--- config.mk ---
export PLATFORM = sky130hd
export DESIGN_NAME = gmec_general_event_config
export DESIGN_NICKNAME = d
export VERILOG_FILES = /design/src/gmec_chan_event.v /design/src/gmec_general_event_config.v
export VERILOG_INCLUDE_DIRS = /design/src /design/src/src
export SDC_FILE = /design/constraint.sdc
export NUM_CORES = 1
export LEC_CHECK = 0
export BUFFER_PORTS_ARGS = -buffer_cell sky130_fd_sc_hd__buf_4
export CORE_ASPECT_RATIO = 1.75
export CORE_MARGIN = 1.5
export CORE_UTILIZATION = 45
export DETAILED_ROUTE_END_ITERATION = 10
export HOLD_SLACK_MARGIN = 0.03
export PLACE_DENSITY = 0.8
export SYNTH_ARGS = -nofsm -noshare
export SYNTH_HDL_FRONTEND = slang
export SYNTH_SLANG_ARGS = --single-unit
export TNS_END_PERCENT = 20
--- constraint.sdc ---
create_clock -name clk -period 3.1 [get_ports clk]
set_clock_uncertainty 0.2 [all_clocks]
set_input_delay 0.465 -clock clk [delete_from_list [all_inputs] [get_ports clk]]
set_output_delay 0.465 -clock clk [all_outputs]
set_load 0.01 [all_outputs]
--- src/gmec_defines.vh ---
// register offsets, field positions, reset values and timing for the event config bank
`ifndef GMEC_DEFINES_VH
`define GMEC_DEFINES_VH
`define GMEC_CMD_INTR 8'h00
`define GMEC_CMD_MASK 8'h01
`define GMEC_CMD_PWREV 8'h02
`define GMEC_CMD_DISCEV 8'h04
`define GMEC_CMD_PRIO1 8'h15
`define GMEC_CMD_CFG 8'h17
`define GMEC_CMD_PRIO3A 8'h27
`define GMEC_CMD_PRIO3B 8'h28
`define GMEC_CFG_GATE 7
`define GMEC_CFG_WIDE 5
`define GMEC_CFG_PRIOW 4
`define GMEC_CFG_CLSCHG 3
`define GMEC_CFG_DETCHG 2
`define GMEC_CFG_RESET 8'h80
`define GMEC_CFG_WMASK 8'hBC
`define GMEC_INT_PEC 0
`define GMEC_INT_PGC 1
`define GMEC_INT_DET 2
`define GMEC_INT_CLS 3
`define GMEC_INT_SUPPLY 7
`define GMEC_IDLE_US 200
`define GMEC_CLK_MHZ 100
`define GMEC_IDLE_CYCLES (`GMEC_IDLE_US * `GMEC_CLK_MHZ)
`endif

--- src/gmec_chan_event.v ---
// one channel's detect and class event generator with change-only filtering
`timescale 1ns/1ps
module gmec_chan_event #(
    parameter RESW = 4
) (
    input wire clk,
    input wire rst_n,
    input wire detDone,
    input wire [RESW-1:0] detResult,
    input wire clsDone,
    input wire [RESW-1:0] clsResult,
    input wire detectChangeOnlyEnable,
    input wire classChangeOnlyEnable,
    output wire detEvent,
    output wire clsEvent
);
    reg [RESW-1:0] lastDet;
    reg [RESW-1:0] lastCls;

    // enables are sampled at the completion pulse itself, so a change applies in the same cycle
    assign detEvent = detDone & (~detectChangeOnlyEnable | (detResult != lastDet));
    assign clsEvent = clsDone & (~classChangeOnlyEnable | (clsResult != lastCls));

    always @(posedge clk) begin
        if (!rst_n) begin
            lastDet <= {RESW{1'b0}};
            lastCls <= {RESW{1'b0}};
        end else begin
            if (detDone) begin
                lastDet <= detResult;
            end
            if (clsDone) begin
                lastCls <= clsResult;
            end
        end
    end
endmodule // gmec_chan_event

--- src/gmec_general_event_config.v ---
// eight-channel event configuration bank with 8-bit and 16-bit register access
// What this block does
// - with the priority width bit clear, each port uses a one-bit priority and fast-shutdown enable from command 15h.
// - with class-change-only set, a class event flag rises only when the class result differs from the last one.
// - with class-change-only clear, a class event flag rises after every completed classification.
// - detect-change-only set flags only changed detection results, and clear flags every detection.
// - both change-only enables are read/write and reset to zero.
// - 16-bit access follows the wide-access bit of the channel 1-4 group alone.
// - in 8-bit mode each four-channel group has its own interrupt register (00h) and mask (01h).
// - in 8-bit mode the supply event shows identically in both groups' interrupt registers.
// - with the priority width bit set, each port uses a three-bit priority from commands 27h and 28h.
// - wide access answers 16-bit transfers at one address, otherwise two 8-bit devices at two addresses.
`timescale 1ns/1ps
`include "gmec_defines.vh"
module gmec_general_event_config #(
    parameter RESW = 4,
    parameter IDLE_CYCLES = `GMEC_IDLE_CYCLES
) (
    input wire clk,
    input wire rst_n,
    input wire regWrite,
    input wire regRead,
    input wire devSel,
    input wire [7:0] cmd,
    input wire [15:0] wrData,
    output reg [15:0] rdData,
    output reg regAck,
    output wire wideAccess,
    input wire [7:0] detDone,
    input wire [8*RESW-1:0] detResult,
    input wire [7:0] clsDone,
    input wire [8*RESW-1:0] clsResult,
    input wire [7:0] powerEnableChange,
    input wire [7:0] powerGoodChange,
    input wire supplyEvent,
    input wire fastShutdownSerialInput,
    output reg fastShutdownIdleOk,
    output reg [23:0] portPriority,
    output reg [7:0] portFastShutdownEn,
    output reg multiBitPriority,
    output reg intRequest
);
    reg [7:0] cfg [0:1];
    reg [7:0] mask [0:1];
    reg [7:0] pwrEv [0:1];
    reg [7:0] discEv [0:1];
    reg [7:0] prio1 [0:1];
    reg [7:0] prio3a [0:1];
    reg [7:0] prio3b [0:1];
    reg supplyFlag;
    reg ossMeta;
    reg ossSync;
    reg [31:0] idleCount;
    wire [7:0] detEvent;
    wire [7:0] clsEvent;
    wire [1:0] grpWr;
    wire [1:0] grpRd;
    wire [7:0] wrByte [0:1];
    integer g;
    integer c;

    function [7:0] intrByte;
        input [7:0] pe;
        input [7:0] de;
        input sup;
        begin
            intrByte = 8'h00;
            intrByte[`GMEC_INT_PEC] = |pe[3:0];
            intrByte[`GMEC_INT_PGC] = |pe[7:4];
            intrByte[`GMEC_INT_DET] = |de[3:0];
            intrByte[`GMEC_INT_CLS] = |de[7:4];
            intrByte[`GMEC_INT_SUPPLY] = sup;
        end
    endfunction

    function [7:0] readByte;
        input grp;
        input [7:0] code;
        begin
            if (code == `GMEC_CMD_INTR) begin
                readByte = intrByte(pwrEv[grp], discEv[grp], supplyFlag);
            end else if (code == `GMEC_CMD_MASK) begin
                readByte = mask[grp];
            end else if (code == `GMEC_CMD_PWREV) begin
                readByte = pwrEv[grp];
            end else if (code == `GMEC_CMD_DISCEV) begin
                readByte = discEv[grp];
            end else if (code == `GMEC_CMD_PRIO1) begin
                readByte = prio1[grp];
            end else if (code == `GMEC_CMD_CFG) begin
                readByte = cfg[grp];
            end else if (code == `GMEC_CMD_PRIO3A) begin
                readByte = prio3a[grp];
            end else if (code == `GMEC_CMD_PRIO3B) begin
                readByte = prio3b[grp];
            end else begin
                readByte = 8'h00;
            end
        end
    endfunction

    // only the channel 1-4 group's bit selects wide access
    assign wideAccess = cfg[0][`GMEC_CFG_WIDE];
    // wide mode: one address carries both groups; narrow mode: address bit picks the group
    assign grpWr[0] = regWrite & ~devSel;
    assign grpWr[1] = regWrite & (wideAccess ? ~devSel : devSel);
    assign grpRd[0] = regRead & ~devSel;
    assign grpRd[1] = regRead & (wideAccess ? ~devSel : devSel);
    assign wrByte[0] = wrData[7:0];
    assign wrByte[1] = wideAccess ? wrData[15:8] : wrData[7:0];

    genvar ch;
    generate
        for (ch = 0; ch < 8; ch = ch + 1) begin : gChan
            gmec_chan_event #(
                .RESW(RESW)
            ) uEvent (
                .clk(clk),
                .rst_n(rst_n),
                .detDone(detDone[ch]),
                .detResult(detResult[ch*RESW +: RESW]),
                .clsDone(clsDone[ch]),
                .clsResult(clsResult[ch*RESW +: RESW]),
                .detectChangeOnlyEnable(cfg[ch/4][`GMEC_CFG_DETCHG]),
                .classChangeOnlyEnable(cfg[ch/4][`GMEC_CFG_CLSCHG]),
                .detEvent(detEvent[ch]),
                .clsEvent(clsEvent[ch])
            );
        end
    endgenerate

    // register file and sticky event flags; a set in the clearing cycle wins
    always @(posedge clk) begin
        if (!rst_n) begin
            for (g = 0; g < 2; g = g + 1) begin
                cfg[g] <= `GMEC_CFG_RESET;
                mask[g] <= 8'h00;
                pwrEv[g] <= 8'h00;
                discEv[g] <= 8'h00;
                prio1[g] <= 8'h00;
                prio3a[g] <= 8'h00;
                prio3b[g] <= 8'h00;
            end
            supplyFlag <= 1'b0;
        end else begin
            for (g = 0; g < 2; g = g + 1) begin
                if (grpWr[g] && cmd == `GMEC_CMD_CFG) begin
                    cfg[g] <= wrByte[g] & `GMEC_CFG_WMASK;
                end
                if (grpWr[g] && cmd == `GMEC_CMD_MASK) begin
                    mask[g] <= wrByte[g];
                end
                if (grpWr[g] && cmd == `GMEC_CMD_PRIO1) begin
                    prio1[g] <= wrByte[g];
                end
                if (grpWr[g] && cmd == `GMEC_CMD_PRIO3A) begin
                    prio3a[g] <= wrByte[g];
                end
                if (grpWr[g] && cmd == `GMEC_CMD_PRIO3B) begin
                    prio3b[g] <= wrByte[g];
                end
                pwrEv[g] <= ((grpRd[g] && cmd == `GMEC_CMD_PWREV) ? 8'h00 : pwrEv[g])
                    | {powerGoodChange[g*4 +: 4], powerEnableChange[g*4 +: 4]};
                discEv[g] <= ((grpRd[g] && cmd == `GMEC_CMD_DISCEV) ? 8'h00 : discEv[g])
                    | {clsEvent[g*4 +: 4], detEvent[g*4 +: 4]};
            end
            // a refused upper-address read in wide mode must not clear the shared flag
            supplyFlag <= (((grpRd[0] | grpRd[1]) && cmd == `GMEC_CMD_INTR) ? 1'b0 : supplyFlag)
                | supplyEvent;
        end
    end

    // bus answer: one cycle after the request, nothing for the upper address in wide mode
    always @(posedge clk) begin
        if (!rst_n) begin
            rdData <= 16'h0000;
            regAck <= 1'b0;
        end else begin
            regAck <= grpWr[0] | grpWr[1] | grpRd[0] | grpRd[1];
            if (grpRd[0] | grpRd[1]) begin
                if (wideAccess) begin
                    rdData <= {readByte(1'b1, cmd), readByte(1'b0, cmd)};
                end else begin
                    rdData <= {8'h00, readByte(devSel, cmd)};
                end
            end
        end
    end

    // per-port priority and fast-shutdown selection from the active width's registers
    always @(posedge clk) begin
        if (!rst_n) begin
            portPriority <= 24'h00_0000;
            portFastShutdownEn <= 8'h00;
            multiBitPriority <= 1'b0;
        end else begin
            multiBitPriority <= cfg[0][`GMEC_CFG_PRIOW];
            for (c = 0; c < 8; c = c + 1) begin
                if (cfg[c/4][`GMEC_CFG_PRIOW]) begin
                    portPriority[c*3 +: 3] <= (c % 4 < 2)
                        ? prio3a[c/4][(c%2)*4 +: 3] : prio3b[c/4][(c%2)*4 +: 3];
                    portFastShutdownEn[c] <= (c % 4 < 2)
                        ? prio3a[c/4][(c%2)*4+3] : prio3b[c/4][(c%2)*4+3];
                end else begin
                    portPriority[c*3 +: 3] <= {2'b00, prio1[c/4][4 + c%4]};
                    portFastShutdownEn[c] <= prio1[c/4][c%4];
                end
            end
        end
    end

    // idle watch on the serial shutdown pin, so firmware can check before widening priority
    always @(posedge clk) begin
        if (!rst_n) begin
            ossMeta <= 1'b0;
            ossSync <= 1'b0;
            idleCount <= 32'h0000_0000;
            fastShutdownIdleOk <= 1'b0;
        end else begin
            ossMeta <= fastShutdownSerialInput;
            ossSync <= ossMeta;
            if (ossSync) begin
                idleCount <= 32'h0000_0000;
                fastShutdownIdleOk <= 1'b0;
            end else if (idleCount >= IDLE_CYCLES - 1) begin
                fastShutdownIdleOk <= 1'b1;
            end else begin
                idleCount <= idleCount + 32'h0000_0001;
            end
        end
    end

    // alert request: masked summary per group, gated by each group's gate bit
    always @(posedge clk) begin
        if (!rst_n) begin
            intRequest <= 1'b0;
        end else begin
            intRequest <= (|(intrByte(pwrEv[0], discEv[0], supplyFlag) & mask[0])
                & cfg[0][`GMEC_CFG_GATE])
                | (|(intrByte(pwrEv[1], discEv[1], supplyFlag) & mask[1])
                & cfg[1][`GMEC_CFG_GATE]);
        end
    end
endmodule // gmec_general_event_config

Yosys cells after proc, flatten, opt, wreduce, memory -nomap -nowiden
Memories as Yosys holds them, arrays and structs flattened.
Cells that the tools add are included.
- $add $sub $neg: 1
- magnitude comparators: 1
- eq/ne operators: 23
- multiplexer cells: 94
- bitwise operators: 70
- reduce and logical (&&, ||, !) cells: 41
- operator list (kind ; count):
    2-to-1 mux 8 bit ; 41
    OR reduction 4 bit ; 20
    != test 4 bit ; 16
    2-to-1 mux 1 bit ; 50
    OR 1 bit ; 36
    adder 32 x 1 -> 32 bit, second input constant ; 1
    greater-or-equal comparator 32 x 15 -> 1 bit, second input constant ; 1
    OR 8 bit ; 4
    AND 1 bit ; 22
    AND 8 bit ; 2
    equality test 8 x 5 -> 1 bit, second input constant ; 2
    equality test 8 x 6 -> 1 bit, second input constant ; 2
    2-to-1 mux 16 bit ; 1
    OR reduction 8 bit ; 2
    logical AND 1 bit ; 15
    2-to-1 mux 5 bit ; 2
    equality test 8 x 1 -> 1 bit, second input constant ; 1
    equality test 8 x 2 -> 1 bit, second input constant ; 1
    equality test 8 x 3 -> 1 bit, second input constant ; 1
    logical NOT 8 bit ; 1
    NOT 1 bit ; 6
    AND reduction 2 bit ; 2
    OR reduction 2 bit ; 1
- register bits after elaboration: 151
- RAM bits: 106
- input port bits: 127
- output and inout port bits: 53
- logic and storage cells: 266
- memories: 7
- memories (name ; depth ; width ; read ports ; clocked after Yosys merged registers in ; write ports ; RTL line ; RTL):
    discEv ; 2 ; 8 ; 3 ; 0 ; 2 ; gmec_general_event_config.v:46 ; reg [7:0] discEv [0:1];
    mask ; 2 ; 8 ; 3 ; 0 ; 2 ; gmec_general_event_config.v:44 ; reg [7:0] mask [0:1];
    prio1 ; 2 ; 8 ; 3 ; 0 ; 2 ; gmec_general_event_config.v:47 ; reg [7:0] prio1 [0:1];
    prio3a ; 2 ; 8 ; 3 ; 0 ; 2 ; gmec_general_event_config.v:48 ; reg [7:0] prio3a [0:1];
    prio3b ; 2 ; 8 ; 3 ; 0 ; 2 ; gmec_general_event_config.v:49 ; reg [7:0] prio3b [0:1];
    pwrEv ; 2 ; 8 ; 3 ; 0 ; 2 ; gmec_general_event_config.v:45 ; reg [7:0] pwrEv [0:1];
    +1 memories ; - ; - ; - ; - ; - ; - ;

Depth between registers and ports, before layout
- depth after elaboration: 10
- gate-level depth with buffers: 9
- gate-level depth less buffers: 7

By module
Synthesis repeated with hierarchy kept, for this count alone.
- cells, all modules: 1269
- area total of the unflattened synthesis: 12579.6 µm²
- by module, submodules not included (module ; instances ; cells each ; area an instance (µm²) ; seq. area each (µm²)):
    gmec_general_event_config ; 1 ; 949 ; 9336.5 ; 4604.4
    gmec_chan_event ; 8 ; 40 ; 405.4 ; 160.2

Least setup slack after synthesis
No wires, ideal clock.
- path type: in2reg
- start: in cmd[4]
- end: mem prio3b[0][0] (enable)
- library setup time: 0.384 ns
- data arrival time: 2.346 ns
- data required time: 2.516 ns
- setup slack: 0.170 ns
- stages: 5
- buffers on the path: 2
- path through: clkbuf_1 > nor4b_1 > clkbuf_1 > nand2_1 > o21ai_0
- RTL lines (what ; RTL line ; RTL):
    start: declaration ; gmec_general_event_config.v:24 ; input wire [7:0] cmd,
    end: declaration ; gmec_general_event_config.v:49 ;

==> results.toml <==
[critical_path]
slowest_stage = "edfxtp_1"
reg2reg_depth = 6
crit_fanout = 19
cp.buffers_inverters = 0
r2r_slack_ns = 0.68
crit_arrival_ns = 2.70
path_cells = "mux2i_1, o32ai_1, a22oi_1, a21oi_1, o21ai_0, nand3_1"
crit_path_end_kind = "flop"
timing.rr.start = "cfg[0][2]"
critPathTopFamily = "compound AO/OA/AOI/OAI gates"
worstPathRequired_ns = 3.38
cp-start-kind = "flop"
critPathKind = "reg2reg"
reg2reg_to = "rdData[4]"
crit_path_max_incr_delay_ns = 0.88

[logic_synthesis]
synth.distinct_cells = 67
ys_seq_area_frac = 0.474
syn_nets = 1423
synthFlopType = "dfxtp_1"
netlist_area_sq_um = 12400
netlist_instances = 1295
synth-edff-count = 74
synth_area_per_cell_sq_um = 9.58
synth_seq_cells = 257
ys_async_sr_fraction = 0
ys_warn_count = 0

[routing]
vias = 11600
ant_nets = 0
drt_first_pass_iters = 6
initialDrtViolationCount = 1057
wl_microns = 47800
drcViolationCount = 0
viasPerCell = 5.97
wl_per_cell_microns = 24.5

[run_status]
outcome = "completed"

[power]
cellPowerDensity_nw_per_um2 = 503
max-vdd-ir-drop_uv = 425
p_leak_nw = 6.81

[timing]
fin_setup_tns_ns = 0
final_max_slew_viol_count = 0
period_minus_slack_ns = 2.42
holdWs_ns = 0.0310
period_share = 0.779
setup_viol = 0
worst-slew-pin-transition_ns = 0.813
rsz0062_at_grt = "no"
fmax_mhz = 414
finalHoldViolCount = 0
maxSlewHeadroom = 0.458
worst_slack_ns = 0.684

[finish]
final_cell_mix = "243 x buf_4, 187 x nor2_1, 183 x dfxtp_1"
stdcell_count = 1948
final_common_cell = "buf_4"
area_growth_pct = 30.1
layout-drive-gt1-share = 0.202
finalNetCount = 1688
design_area_sq_um = 16100

[cts]
clock-sinks = 257
root_buffer = "clkbuf_16"
path_clk_slew_ns = 0.07
clk_latency_ns = 0.55
cts.repair.resized = 0
cts_buffer_depth = 3
cts-htree-levels = 1
cts_buffers = 25
cts_tree = "built"

[job]
drv_cap = 0

[floorplanning]
ios = 180
core_area_sq_um = 27200
num_rows = 80
initial_core_util = 0.456
fp.dieH_microns = 223
die-area_sq_um = 28600
die_width_microns = 129

[global_route]
grt_remaining_overflow = 0
grt_antenna_before_repair = 0
grt_pass1_wl_microns = 70700
grt_max_degree = 90
grt_usage = 0.332
first_global_vias = 11800

[worst_hold_path]
min_to = "gChan[0].uEvent.lastDet[3]"
hold-path-cell-count = 3
hold_class = "in2reg"
hp-start = "detDone[0]"

[placed_design]
portBuffers = 179
placed_area_sq_um = 14400
hpwl_microns = 34200
dp_cells = 1818
dp_slack_ns = 0.247
gp_congestion = 0.991
power by group:
group	switching (mW)	internal (mW)	total [mW]
registers	0.156	3.59	3.75
clock network	1.35	2.03	3.39
logic	0.528	0.465	0.993
total	2.04	6.09	8.12
flip-flops by register name (all words and copies together) (netlist names), 24 cells and up:
register,cells
gChan.uEvent.lastCls,32
gChan.uEvent.lastDet,32
idleCount,32
portPriority,24
worst max path at each step:
stage | start | slack [ns] | end | cells after the start
6_report | cfg[0][2] | 0.68 | rdData[4] | 6
5_1_grt | idleCount[23] | 0.56 | idleCount[10] | 6
4_1_cts | cfg[0][2] | 0.70 | rdData[4] | 6
3_5_place_dp | cmd[7] | 0.25 | discEv[1][5] | 8
3_3_place_gp | cmd[7] | 0.32 | rdData[4] | 8
2_1_floorplan | cmd[4] | 0.17 | prio3b[0][0] | 5
layout make-up:
class                           instances  area [sq um]
Fill cell                            2235         11100
Multi-Input combinational cell        940          6140
Sequential cell                       257          5890
Timing Repair Buffer                  329          2710
Clock buffer                           37           796
Tap cell                              369           462
Clock inverter                          8           124
Inverter                                7          27.5
Antenna cell                            1          2.50
metal layers:
layer	up-vias	global-route usage	part of all wire
li1	5231	-	-
met1	5541	0.355	0.34
met2	655	0.575	0.51
met3	210	0.0561	0.070
met4	0	0.252	0.086
met5	-	0	0
worst reg2reg max path: stages (launching register included):
cell	delay (ns)
edfxtp_1	0.88
mux2i_1	0.20
o32ai_1	0.33
a22oi_1	0.18
a21oi_1	0.29
o21ai_0	0.18
nand3_1	0.11
cells by family (layout without fill, tap and decap cells):
logic type / Yosys count / after routing / synth area share
multiplexers: 140 / 140 / 0.118
flip-flops: 257 / 257 / 0.474
AO/OA/AOI/OAI: 251 / 251 / 0.134
XOR/XNOR: 78 / 78 / 0.0551
other: 0 / 1 / 0
adder cells (fa/ha/maj): 1 / 1 / 0.00101
buffers and inverters: 98 / 381 / 0.0315
AND/OR/NAND/NOR: 470 / 470 / 0.186
what timing repair did:
action                     4_1_cts  5_1_grt
hold buffers                    83        1
setup endpoints to repair        0        0
buffers inserted                 0        0
hold endpoints to repair        82        1
cells in the mapped netlist, drive strengths merged (26+ instances only):
cell type | instances | share of area
and2 | 26 | 0.013
xor2 | 61 | 0.043
clkbuf | 74 | 0.023
a21oi | 59 | 0.024
nand2 | 57 | 0.017
edfxtp | 74 | 0.18
nor3 | 29 | 0.014
a22oi | 36 | 0.022
mux2i | 126 | 0.10
nor2 | 188 | 0.057
dfxtp | 183 | 0.30
nand3 | 43 | 0.017
and3 | 55 | 0.028
o21ai | 59 | 0.024
per-stage QoR:
step | total power [mW] | utilization
5_1_grt | 8.34 | 0.593
3_5_place_dp | 4.68 | 0.528
2_1_floorplan | 4.24 | -
4_1_cts | 8.09 | 0.592
6_report | 8.12 | 0.593
3_3_place_gp | 4.66 | 0.528
No activity file was read; power rests on OpenSTA's default activity.
